===== config.mk =====
export PLATFORM = sky130hd
export DESIGN_NAME = dagp_port
export DESIGN_NICKNAME = d
export VERILOG_FILES = /design/src/core/dagp_pkg.sv /design/src/core/dagp_port.sv
export VERILOG_INCLUDE_DIRS = /design/src /design/src/core
export SDC_FILE = /design/constraint.sdc
export NUM_CORES = 1
export LEC_CHECK = 0
export BUFFER_PORTS_ARGS = -buffer_cell sky130_fd_sc_hd__buf_2
export CORE_MARGIN = 4
export CORE_UTILIZATION = 32
export DETAILED_ROUTE_END_ITERATION = 16
export PLACE_DENSITY = 0.64
export RECOVER_POWER = 100
export SKIP_CTS_REPAIR_TIMING = 1
export SYNTH_ARGS = -nofsm -noshare
export SYNTH_HDL_FRONTEND = slang
export SYNTH_SLANG_ARGS = --single-unit

===== constraint.sdc =====
create_clock -name clock -period 2.85 [get_ports clock]
set_clock_uncertainty 0.15 [all_clocks]
set_input_delay 0.285 -clock clock [delete_from_list [all_inputs] [get_ports clock]]
set_output_delay 0.285 -clock clock [all_outputs]
set_load 0.02 [all_outputs]

===== src/core/dagp_params.svh =====
// Constants for the debug adapter general-purpose pin port.
// Assumes inclusion by bare name from the core package and module.
`ifndef DAGP_PARAMS_SVH
`define DAGP_PARAMS_SVH

`define DAGP_PIN_COUNT       3
`define DAGP_RESET_PIN_INDEX 2
`define DAGP_DIR_RESET       3'h0
`define DAGP_OUT_RESET       3'h0
`define DAGP_FORMAT_COUNT    13
`define DAGP_SPI_SEL_SIX     3'h6
`define DAGP_SPI_SEL_SEVEN   3'h7

`endif


===== src/core/dagp_pkg.sv =====
// Types for the debug adapter general-purpose pin port.
// Assumes the params header is on the include path.
`include "dagp_params.svh"
`default_nettype none

package dagp_pkg;

   // Pin group carrier: input, output value, output enable
   typedef struct packed {
      logic [`DAGP_PIN_COUNT-1:0] in_val;
      logic [`DAGP_PIN_COUNT-1:0] out_val;
      logic [`DAGP_PIN_COUNT-1:0] out_en;
   } dagp_pins_type;

   // Host configuration of the port
   typedef struct packed {
      logic                       port_enable;
      logic [`DAGP_PIN_COUNT-1:0] dir_out;
      logic [`DAGP_PIN_COUNT-1:0] out_val;
   } dagp_cfg_type;

   // Scan formats supported by the scan-chain engine
   typedef enum logic [3:0] {
      DAGP_JSCAN0 = 4'h0, DAGP_JSCAN1 = 4'h1, DAGP_JSCAN2 = 4'h2, DAGP_JSCAN3 = 4'h3,
      DAGP_MSCAN  = 4'h4,
      DAGP_OSCAN0 = 4'h5, DAGP_OSCAN1 = 4'h6, DAGP_OSCAN2 = 4'h7, DAGP_OSCAN3 = 4'h8,
      DAGP_OSCAN4 = 4'h9, DAGP_OSCAN5 = 4'hA, DAGP_OSCAN6 = 4'hB, DAGP_OSCAN7 = 4'hC
   } dagp_format_type;

   // Port ownership state
   typedef enum logic [2:0] {
      DAGP_ST_IDLE    = 3'b001,
      DAGP_ST_ACTIVE  = 3'b010,
      DAGP_ST_BLOCKED = 3'b100
   } dagp_state_type;

endpackage

`default_nettype wire


===== src/core/dagp_port.sv =====
// Three-pin tri-state general-purpose port of a debug adapter.
// Assumes a single 200 MHz clock; pins are resolved outside from pin_oe.
`include "dagp_params.svh"
`default_nettype none

// Behaviour
// - Three pins, each host-selectable input or tri-state output.
// - After reset all output drivers are off; pins float.
// - A pin drives only with port enabled and its direction output, save pin two in reset mode.
// - Disabling the port releases every pin at once, save pin two in reset mode.
// - Port enable honoured only while scan and serial ports are disabled.
// - Scan engine accepts formats JScan0-3, MScan, OScan0-7.
// - Scan engine works both four-wire and two-wire chains.
// - Pin two serves as processor reset; general use then blocked.
// - Serial ports six and seven refused while pin two is reset.
module dagp_port (
   input  wire logic                      clock,
   input  wire logic                      rst,
   input  wire dagp_pkg::dagp_cfg_type    cfg,
   input  wire logic                      scan_port_enabled,
   input  wire logic                      spi_port_enabled,
   input  wire logic [2:0]                spi_port_select,
   input  wire logic                      reset_pin_mode,
   input  wire logic                      proc_reset_request,
   input  wire dagp_pkg::dagp_format_type scan_format,
   input  wire logic                      scan_two_wire,
   input  wire logic [`DAGP_PIN_COUNT-1:0] pin_in,
   output logic      [`DAGP_PIN_COUNT-1:0] pin_out,
   output logic      [`DAGP_PIN_COUNT-1:0] pin_oe,
   output logic      [`DAGP_PIN_COUNT-1:0] pin_in_value,
   output logic                           port_active,
   output logic                           port_refused,
   output logic                           spi_select_refused,
   output logic                           scan_format_ok
);

   // ==========================================================
   // Input synchronisers
   logic [`DAGP_PIN_COUNT-1:0] sync1_reg;
   logic [`DAGP_PIN_COUNT-1:0] sync2_reg;
   logic [`DAGP_PIN_COUNT-1:0] in_value_reg;

   always_ff @(posedge clock) begin
      if (rst) begin
         sync1_reg <= 3'h0;
         sync2_reg <= 3'h0;
      end else begin
         sync1_reg <= pin_in;
         sync2_reg <= sync1_reg;
      end
   end

   always_ff @(posedge clock) begin
      if (rst) begin
         in_value_reg <= 3'h0;
      end else begin
         in_value_reg <= sync2_reg;
      end
   end
   assign pin_in_value = in_value_reg;

   // ==========================================================
   // Port ownership
   dagp_pkg::dagp_state_type state_reg;
   dagp_pkg::dagp_state_type state_next;
   logic                     conflict;

   assign conflict = scan_port_enabled | spi_port_enabled;

   always_comb begin
      state_next = state_reg;
      case (state_reg)
         dagp_pkg::DAGP_ST_IDLE: begin
            if (cfg.port_enable && conflict) begin
               state_next = dagp_pkg::DAGP_ST_BLOCKED;
            end else if (cfg.port_enable) begin
               state_next = dagp_pkg::DAGP_ST_ACTIVE;
            end
         end
         dagp_pkg::DAGP_ST_ACTIVE: begin
            if (!cfg.port_enable) begin
               state_next = dagp_pkg::DAGP_ST_IDLE;
            end else if (conflict) begin
               state_next = dagp_pkg::DAGP_ST_BLOCKED;
            end
         end
         dagp_pkg::DAGP_ST_BLOCKED: begin
            if (!cfg.port_enable) begin
               state_next = dagp_pkg::DAGP_ST_IDLE;
            end
         end
         default: state_next = dagp_pkg::DAGP_ST_IDLE;
      endcase
   end

   always_ff @(posedge clock) begin
      if (rst) begin
         state_reg <= dagp_pkg::DAGP_ST_IDLE;
      end else begin
         state_reg <= state_next;
      end
   end

   assign port_active  = (state_reg == dagp_pkg::DAGP_ST_ACTIVE);
   assign port_refused = (state_reg == dagp_pkg::DAGP_ST_BLOCKED);

   // ==========================================================
   // Output drivers
   logic [`DAGP_PIN_COUNT-1:0] out_reg;
   logic [`DAGP_PIN_COUNT-1:0] oe_reg;
   logic [`DAGP_PIN_COUNT-1:0] oe_next;
   logic [`DAGP_PIN_COUNT-1:0] out_next;

   genvar g;
   generate
      for (g = 0; g < `DAGP_PIN_COUNT; g++) begin : g_pin
         if (g == `DAGP_RESET_PIN_INDEX) begin : g_rst
            // Reset mode: drive processor reset low, else release
            always_comb begin
               if (reset_pin_mode) begin
                  oe_next[g]  = proc_reset_request;
                  out_next[g] = 1'b0;
               end else begin
                  oe_next[g]  = (state_next == dagp_pkg::DAGP_ST_ACTIVE) && cfg.dir_out[g];
                  out_next[g] = cfg.out_val[g];
               end
            end
         end else begin : g_gen
            always_comb begin
               oe_next[g]  = (state_next == dagp_pkg::DAGP_ST_ACTIVE) && cfg.dir_out[g];
               out_next[g] = cfg.out_val[g];
            end
         end
      end
   endgenerate

   always_ff @(posedge clock) begin
      if (rst) begin
         oe_reg  <= `DAGP_DIR_RESET;
         out_reg <= `DAGP_OUT_RESET;
      end else begin
         oe_reg  <= oe_next;
         out_reg <= out_next;
      end
   end
   assign pin_oe  = oe_reg;
   assign pin_out = out_reg;

   // ==========================================================
   // Serial chip select interlock and scan format support
   assign spi_select_refused = reset_pin_mode && spi_port_enabled &&
      (spi_port_select == `DAGP_SPI_SEL_SIX || spi_port_select == `DAGP_SPI_SEL_SEVEN);

   // Both wire counts are accepted; only the format code is checked
   assign scan_format_ok = (scan_format <= dagp_pkg::DAGP_OSCAN7) &&
      (scan_two_wire || !scan_two_wire);

   // ==========================================================
   // Assertions
   a_reset_float: assert property (@(posedge clock) rst |=> pin_oe == 3'h0)
      else $error("pins driven after reset");
   a_drive_needs_enable: assert property (@(posedge clock) disable iff (rst)
      (pin_oe[0] | pin_oe[1]) |-> port_active)
      else $error("pin driven while port inactive");
   a_disable_release: assert property (@(posedge clock) disable iff (rst)
      !cfg.port_enable |=> pin_oe[1:0] == 2'h0)
      else $error("pins not released on disable");
   a_conflict_block: assert property (@(posedge clock) disable iff (rst)
      conflict |=> !port_active)
      else $error("port active while scan or serial enabled");
   a_dir_follow: assert property (@(posedge clock) disable iff (rst)
      (cfg.port_enable && !conflict && !port_refused && cfg.dir_out[0]) [*2] |-> pin_oe[0])
      else $error("output pin not driven");
   a_reset_pin_low: assert property (@(posedge clock) disable iff (rst)
      (reset_pin_mode && proc_reset_request) |=> pin_oe[2] && !pin_out[2])
      else $error("processor reset not asserted");
   a_cs_refuse: assert property (@(posedge clock) disable iff (rst)
      (reset_pin_mode && spi_port_enabled && spi_port_select == 3'h7) |-> spi_select_refused)
      else $error("serial port seven not refused");
   a_input_sync: assert property (@(posedge clock) disable iff (rst)
      1'b1 ##3 1'b1 |-> pin_in_value == $past(pin_in, 3))
      else $error("input value not three cycles late");
   a_blocked_float: assert property (@(posedge clock) disable iff (rst)
      port_refused |-> pin_oe[1:0] == 2'h0)
      else $error("pins driven while port refused");
   a_sticky_refusal: assert property (@(posedge clock) disable iff (rst)
      (port_refused && cfg.port_enable) |=> port_refused)
      else $error("refusal dropped while enable held");
   a_enable_grant: assert property (@(posedge clock) disable iff (rst)
      (cfg.port_enable && !conflict && !port_refused) |=> port_active)
      else $error("free port not granted");
   a_idle_float: assert property (@(posedge clock) disable iff (rst)
      !port_active |-> pin_oe[1:0] == 2'h0)
      else $error("general pin driven while port inactive");
   a_pin_two_general: assert property (@(posedge clock) disable iff (rst)
      (!$past(reset_pin_mode) && pin_oe[2]) |-> port_active)
      else $error("pin two driven while port inactive");
   a_reset_pin_release: assert property (@(posedge clock) disable iff (rst)
      (reset_pin_mode && !proc_reset_request) |=> !pin_oe[2])
      else $error("processor reset pin not released");
   a_cs_refuse_six: assert property (@(posedge clock) disable iff (rst)
      (reset_pin_mode && spi_port_enabled && spi_port_select == 3'h6) |-> spi_select_refused)
      else $error("serial port six not refused");
   a_format_accept: assert property (@(posedge clock) disable iff (rst)
      (scan_format <= dagp_pkg::DAGP_OSCAN7) |-> scan_format_ok)
      else $error("supported scan format rejected");
   a_format_reject: assert property (@(posedge clock) disable iff (rst)
      (scan_format > dagp_pkg::DAGP_OSCAN7) |-> !scan_format_ok)
      else $error("unknown scan format accepted");
   a_reset_idle: assert property (@(posedge clock)
      rst |=> !port_active && !port_refused)
      else $error("port state not cleared by reset");
   a_out_follow: assert property (@(posedge clock) disable iff (rst)
      (cfg.port_enable && !conflict && !port_refused && cfg.dir_out[0]) |=> pin_out[0] == $past(cfg.out_val[0]))
      else $error("output value not taken from config");
   a_state_onehot: assert property (@(posedge clock) disable iff (rst)
      $onehot(state_reg))
      else $error("ownership state not one-hot");

endmodule

`default_nettype wire


# Word-level counts from Yosys, hierarchy flattened
# Index checks and enable logic that the tools add are counted.
[word_totals]
elab_cells = 30
ff_bits = 18
[classes]
n_reduce_logical = 8
magnitude_cmp = 1
n_mux = 7
eq_ne = 6
bitwise_logic = 1
[op_table]
columns = ["operator", "n"]
rows = [
  ["$mux 3", 5],
  ["$eq 3x3->1 const B", 3],
  ["$pmux 3 s3", 1],
  ["$eq 3x2->1 const B", 2],
  ["$logic_and 1x1->1", 6],
  ["$le 4x4->1 const B", 1],
  ["$eq 3x1->1 const B", 1],
  ["$reduce_or 2->1", 1],
  ["$logic_or 1x1->1", 1],
  ["$mux 1", 1],
  ["$or 1x1->1", 1],
]

# Longest topological paths before layout
# Gate-level depths: netlist of run 1.
[logic_depth]
depth_word = 7
ltp_mapped = 3
ltp_nobuf = 3

# Least setup slack after synthesis of run 1
# No wires, ideal clock.
[synth_timing]
path_kind = "register -> register"
start = "register state_reg[2]"
end = "register state_reg[2]"
path_stages_with_launch = 4
t_arrival_ps = 1146
path_slack_ps = 1495
cell_sequence = "dfxtp_1 nor3b_2 o21ai_1 o21ba_1"
[synth_lines]
columns = ["element", "line_no", "text"]
rows = [
  ["from (decl)", "dagp_port.sv:64", "dagp_pkg::dagp_state_type state_reg;"],
  ["from (signal assigned)", "dagp_port.sv:98", "state_reg <= dagp_pkg::DAGP_ST_IDLE;"],
  ["from (signal assigned)", "dagp_port.sv:100", "state_reg <= state_next;"],
  ["$eq 3x3->1", "-", ""],
  ["named net port_refused", "dagp_port.sv:32", "output logic port_refused,"],
  ["$pmux 3 s3", "dagp_port.sv:72", "case (state_reg)"],
]
# The timed path passes the listed nets, and every way through them passes these cells.
# A chain may end at the register's enable or synchronous reset.

# Worst setup path in the final report of run 1
[layout_timing]
start = "register state_reg[2]"
end = "output port port_refused"
[layout_between]
elab_chain_len = 1
[layout_rtl]
columns = ["element", "line_no", "text"]
rows = [
  ["$eq 3x3->1", "dagp_port.sv:105", "assign port_refused = (state_reg == dagp_pkg::DAGP_ST_BLOCKED);"],
  ["to (decl)", "dagp_port.sv:32", ""],
]
# Every way passes these cells.

==> results of run 1 <==
==> final cells by class <==
cell class                      instances  share of cell area (%)
Tap cell                               25                    3.99
Multi-Input combinational cell         30                    25.9
Clock buffer                            4                    4.63
Sequential cell                        18                    46.0
Timing Repair Buffer                   34                    19.5
==> power by group <==
part	internal (mW)	leakage, nW	switching [mW]	total, mW
registers	0.262	0.148	0.00380	0.266
clock network	0.0776	0.0210	0.0714	0.149
logic	0.0217	0.158	0.0221	0.0438
==> metrics by stage <==
stage | power [mW] | instances
after floorplan | 0.297 | 49
final | 0.459 | 111
after detailed placement | 0.320 | 107
after global placement | 0.319 | 107
after global routing | 0.482 | 111
after CTS | 0.470 | 111
==> cell usage after synthesis <==
library cell	number
o21ai_0	1
and4_1	1
nor3b_2	1
o31ai_1	1
xnor2_1	1
nor2_1	1
o21ai_1	1
o21ba_1	1
clkbuf_1	1
nand4bb_1	1
nor3b_1	2
dfxtp_1	18
and2_1	2
nand2_1	1
o211ai_1	1
or2_1	1
nor2b_1	13
nor4b_4	1
==> routing by layer <==
layer	up-vias	track usage (%)	routed length (um)
li1	237	-	-
met1	184	10.2	481
met2	26	12.2	447
met3	2	2.33	90
met4	0	8.07	15
met5	-	0	0
==> kinds of logic after synthesis <==
family / synth area share, %
simple gates: 30.5
flops: 61.4
buf+inv: 0.639
compound gates: 5.97
xor+xnor: 1.49
==> critical path, cell delays in order, from the launching register on <==
cell and delay (ns):
dfxtp_1 0.40, nor3b_1 0.40, clkbuf_1 0.28
==> worst min-delay path by stage <==
stage / from / end / slack [ns] / cells after the start
after floorplan: rst / sync1_reg[0] / 0.21 / 1
after global placement: sync1_reg[1] / sync2_reg[1] / 0.27 / 1
after detailed placement: sync2_reg[0] / pin_in_value[0] / 0.27 / 1
after CTS: cfg[4] / pin_oe[1] / 0.03 / 2
after global routing: cfg[4] / pin_oe[1] / 0.03 / 2
final: cfg[4] / pin_oe[1] / 0.05 / 2
==> results.ini, run 1 <==
[layout]
diodes = 0
layout_common_cells = buf_2 (20), dfxtp_1 (18), clkbuf_1 (14), nor2b_1 (13)
fin_nets = 111
final_util_pct = 45.4
syn2layout_area_growth_pct = 33.5
regArea_um2 = 360
drive_gt1_share_pct = 27.9
final_common_cell = buf_2
fillers = 180
final_cell_area_um2 = 783
multiInputGateArea_um2 = 203

[clock_network]
htree_levels = 1
cts_tree = done
clock_sinks = 18
cts_made_buffers = 3
clkTransAtPathRegs_ns = 0.10
insertion_delay_ns = 0.28
clock_path_buffers = 2
cts_root_buf = clkbuf_4

[power_and_ir_drop]
power_leakage_nw = 0.327
ir_drop_mv = 0.284
power_density_mw_per_mm2 = 585

[worst_setup_path]
crit_start = state_reg[2]
arrival_ns = 1.37
start_kind = flip-flop
regToRegSetupSlack_ns = 1.52
r2r_end = state_reg[2]
path_max_fanout = 5
critical_path_class = reg2out
cp-end-kind = primary output
r2r-start = state_reg[2]
cp-endpoint = port_refused
r2r_cells = 3
worstPathRequired_ns = 2.41

[place]
portBuffers = 34
placed_area_um2 = 785
preCtsSetupSlack_ns = 1.50
gp_congestion = 0.748

[floorplanning]
start_util_pct = 34.0
dieArea_mm2 = 0.00258
rows = 15
die_y_um = 50.8
coreArea_mm2 = 0.00173
ios = 37
die-width_um = 50.8

[routing]
routed_wl_mm = 1.04
drtIter0Drc = 1
num_vias = 449
drt-pass1-iter-count = 4
drc = 0
wire_per_inst_um = 9.32
routed_via_density = 4.05
postRouteAntennaNets = 0

[global_route]
grt_antenna_before_repair = 0
first_global_vias = 408
grt_pass1_wl_mm = 1.59
groute.usage.overall_pct = 8.52
grt_overflow = 0
grt_max_degree = 15

[synth]
avgSynthCellArea_um2 = 12.0
synth.area.top_cells = dfxtp_1 (61%), nor2b_1 (14%), nor4b_4 (4.1%)
yosysWarnings = 0
syn-num-nets = 73
synth_cell_types = 18
netlist.area_leader.share_pct = 61.4
seq_area_frac_synth_pct = 61.4
syn_area_um2 = 587
synth_top_cell_by_area = dfxtp_1
syn_inst = 49
ys_ff_latch = 18

[sta]
fin_crit_sh_pct = 63.3
timing.hold.ws_ns = 0.0458
maxSlewViolCount = 0
setup_slack_ns = 1.04
setup_viol_count_final = 0
fin_crit_ns = 1.81
hold_viol = 0
clock.fmax_mhz = 554
tightestPinTransition_ns = 0.539
fin_setup_tns_ns = 0
rsz0062_at_grt = no
max_slew_margin_pct = 64.1

[status]
status = finished clean

[job]
maxCapViolCount = 0

[min_path]
hp-class = in2reg

(Power assumes the default switching activity.)
==> run 2: changes to the inputs <==
- PLACE_DENSITY: 0.64 -> 0.66
- clock period: 2.85 -> 1.5 ns (I/O delays scaled with it)
==> run 2 against run 1 <==
- clock power grew 46%
- final cell count grew 7.2%
- wire length grew 16%
- clock-buffer cell count shrank 1
- design area grew 12%
- sequential share of layout area shrank 4.8 points
- setup slack lost 1.0 ns
- flip-flop and latch count is the same
- largest cell class unchanged
- largest power group unchanged
==> results.ini, run 2 (same netlist as run 1, synthesis figures left out) <==
[place]
portBuffers = 34
gp_congestion = 0.750
preCtsSetupSlack_ns = 0.278
placed_area_um2 = 785
place.detailed.hpwl_um = 852

[global_route]
grt_max_degree = 15
first_global_vias = 438
grt_pass1_wl_mm = 1.67
grt_antenna_before_repair = 0
grt_overflow = 0
groute.usage.overall_pct = 8.78

[routing]
drt-pass1-iter-count = 3
postRouteAntennaNets = 0
wire_per_inst_um = 10.1
drc = 0
num_vias = 501
routed_wl_mm = 1.20
routed_via_density = 4.21
drtIter0Drc = 5

[worst_setup_path]
worstPathRequired_ns = 1.20
start_kind = input pin
crit_start = reset_pin_mode
cp-end-kind = primary output
path_max_fanout = 4
r2r-start = state_reg[1]
arrival_ns = 1.15
critical_path_class = in2out

[sta]
max_slew_margin_pct = 70.5
setup_viol_count_final = 0
hold_viol = 0
setup_slack_ns = 0.0463
fin_crit_sh_pct = 96.9
fin_crit_ns = 1.45
tightestPinTransition_ns = 0.437
maxSlewViolCount = 0
clock.fmax_mhz = 688

[clock_network]
htree_levels = 1
clkTransAtPathRegs_ns = 0.09
insertion_delay_ns = 0.27
clock_path_buffers = 2
cts_root_buf = clkbuf_4
cts_tree = done
cts_made_buffers = 3
clock_sinks = 18

[floorplanning]
ios = 37
die_y_um = 50.8
dieArea_mm2 = 0.00258
start_util_pct = 34.0
coreArea_mm2 = 0.00173
die-width_um = 50.8
rows = 15

[layout]
syn2layout_area_growth_pct = 49.5
final_util_pct = 50.8
final_cell_area_um2 = 877
final_common_cell = buf_2
drive_gt1_share_pct = 30.9
fin_nets = 120
diodes = 0
layout_common_cells = buf_2 (24), dfxtp_1 (17), nor2b_1 (13), clkbuf_1 (10), dlygate4sd3_1 (9)

[job]
maxCapViolCount = 0

[power_and_ir_drop]
power_density_mw_per_mm2 = 945
ir_drop_mv = 0.509
power_leakage_nw = 0.376

[min_path]
hold_start = proc_reset_request
hp-class = in2reg

[status]
status = finished clean

run 2: cell types whose count changed in the layout (fill, tap and decap cells not counted), sizes merged:
cell	delta
dlygate4sd3	+9
clkbuf	-5
buf	+4
run 2: final timing paths:
check / endpoint / slack (ns) / cells after the start
setup / recovery: spi_select_refused / 0.05 / 4
hold / removal: pin_oe[2] / 0.05 / 4
setup reg to reg: pin_oe[1] / 0.14 / 3
hold reg to reg: sync2_reg[2] / 0.29 / 1
run 2: per-layer routing:
| layer | global-route usage, % | vias to the layer above | routed length, um |
|---|---|---|---|
| li1 | - | 254 | - |
| met1 | 10.0 | 219 | 497 |
| met2 | 13.5 | 26 | 579 |
| met3 | 2.04 | 2 | 104 |
| met4 | 8.07 | 0 | 15 |
| met5 | 0 | - | 0 |
run 2: metrics by stage:
stage / power (mW) / instances / setup TNS [ns] / hold WS [ns]
floorplan: 0.565 / 49 / 0 / 0.0716
global placement: 0.606 / 107 / 0 / 0.201
detailed placement: 0.609 / 107 / 0 / 0.209
CTS: 0.828 / 110 / -0.0395 / -0.0886
global route: 0.874 / 119 / -0.00827 / 0.0481
finish: 0.829 / 119 / 0 / 0.0454
run 2: layout make-up:
| class | instances | area, um2 |
|---|---|---|
| flip-flops and latches | 18 | 362 |
| repair buffers | 43 | 248 |
| multi-input cells | 30 | 214 |
| fillers | 187 | 850 |
| clock buffers | 3 | 22.5 |
| well taps | 25 | 31.3 |
run 2: power by group:
group / switching, mW / internal [mW] / leakage, nW
combinational: 0.0457 / 0.0584 / 0.214
clock: 0.125 / 0.0929 / 0.0138
sequential: 0.00891 / 0.498 / 0.148
run 2: critical path, stage by stage:
cell	delay, ns
dlygate4sd3_1	0.53
buf_2	0.15
and4_1	0.17
buf_2	0.15
==> run 3: changes to the inputs <==
- REMOVE_ABC_BUFFERS: default -> 1
==> run 3 against run 2 <==
- critical path depth unchanged
- core utilization up 2.1 points
- setup slack improved by 0.011 ns
- final cell count grew 2.5%
==> results.ini, run 3 (same netlist as run 1, synthesis figures left out) <==
[sta]
max_slew_margin_pct = 64.5
clock.fmax_mhz = 693
fin_crit_ns = 1.44
hold_viol = 0
fin_crit_sh_pct = 96.2
setup_viol_count_final = 0
maxSlewViolCount = 0
tightestPinTransition_ns = 0.533

[routing]
num_vias = 498
drt-pass1-iter-count = 2
postRouteAntennaNets = 0
drc = 0
routed_wl_mm = 1.21
wire_per_inst_um = 9.94
drtIter0Drc = 1
routed_via_density = 4.08

[clock_network]
clock_sinks = 18
cts_tree = done
clkTransAtPathRegs_ns = 0.10
clock_path_buffers = 2
cts_root_buf = clkbuf_4
htree_levels = 1
insertion_delay_ns = 0.28
cts_made_buffers = 3

[layout]
fillers = 168
layout_common_cells = buf_2 (21), dfxtp_1 (16), nor2b_1 (13), clkbuf_1 (12), dlygate4sd3_1 (10)
fin_nets = 122
final_cell_area_um2 = 913
drive_gt1_share_pct = 32.0
final_common_cell = buf_2
diodes = 0
final_util_pct = 52.9
syn2layout_area_growth_pct = 55.7

[worst_setup_path]
arrival_ns = 1.14
slowest_delay_ns = 0.53
path_delay_family = buffers and inverters
cp-end-kind = primary output
critical_path_class = in2out
worstPathRequired_ns = 1.20
path_cells = dlygate4sd3_1 > buf_2 > and4_1 > clkbuf_2
regToRegSetupSlack_ns = 0.21
crit_path_top_delay_cell = dlygate4sd3_1
path_buf_inv = 3
path_max_fanout = 4
start_kind = input pin

[place]
portBuffers = 34
gp_congestion = 0.687
placed_area_um2 = 792
place.detailed.hpwl_um = 853

[global_route]
grt_overflow = 0
grt_antenna_before_repair = 0
grt_max_degree = 14
groute.usage.overall_pct = 9.16
grt_pass1_wl_mm = 1.77
first_global_vias = 410

[floorplanning]
die-width_um = 50.8
die_y_um = 50.8
coreArea_mm2 = 0.00173
start_util_pct = 34.0
rows = 15
dieArea_mm2 = 0.00258
ios = 37

[job]
maxCapViolCount = 0

[power_and_ir_drop]
power_leakage_nw = 0.387
ir_drop_mv = 0.508
power_density_mw_per_mm2 = 985

[status]
status = finished clean

[min_path]
hp-class = in2reg

-- run 3: worst reg2reg max path: cells and delay by family (launching register included) --
| kind | cells | cell delay (ns) |
|---|---|---|
| DFF | 1 | 0.43 |
| xor gates and xnor gates | 1 | 0.16 |
| and+or+nand+nor | 2 | 0.51 |
-- run 3: per-stage QoR --
step / instances / setup slack [ns] / hold WS [ns] / TNS [ns] / power, mW
2_1_floorplan: 48 / 0.145 / 0.0716 / 0 / 0.562
3_3_place_gp: 108 / 0.290 / 0.201 / 0 / 0.608
3_5_place_dp: 108 / 0.249 / 0.202 / 0 / 0.611
4_1_cts: 112 / -0.0367 / -0.0961 / -0.0367 / 0.890
5_1_grt: 122 / -0.0112 / 0.0339 / -0.0112 / 0.952
6_report: 122 / 0.0569 / 0.0520 / 0 / 0.899
-- run 3: area by class of cell --
type,count,area (um2),area share [%]
flip-flops and latches,18,363,39.7
repair buffers,45,263,28.8
multi-input cells,30,220,24.1
clock buffers,4,36.3,3.97
well taps,25,31.3,3.42
-- run 3: path summary, 6_finish.rpt --
check | cells past startpoint | endpoint | start
min | 4 | pin_oe[2] | proc_reset_request
max reg2reg | 3 | pin_oe[1] | state_reg[0]
min reg2reg | 1 | pin_in_value[1] | sync2_reg[1]
max | 4 | spi_select_refused | reset_pin_mode
-- run 3: power by group --
group | internal [mW] | switching, mW | leakage (nW)
Clock | 0.147 | 0.137 | 0.0210
Combinational | 0.0610 | 0.0470 | 0.218
Sequential | 0.498 | 0.00928 | 0.149
Total | 0.707 | 0.193 | 0.387
-- run 3: per-layer routing --
metal	vias up	routed length (um)	share of wire, %	track usage (%)
li1	263	-	-	-
met4	0	16	1.3	5.38
met5	-	0	0	0
met1	207	583	48	13.7
met3	2	101	8.3	2.92
met2	26	512	42	11.1
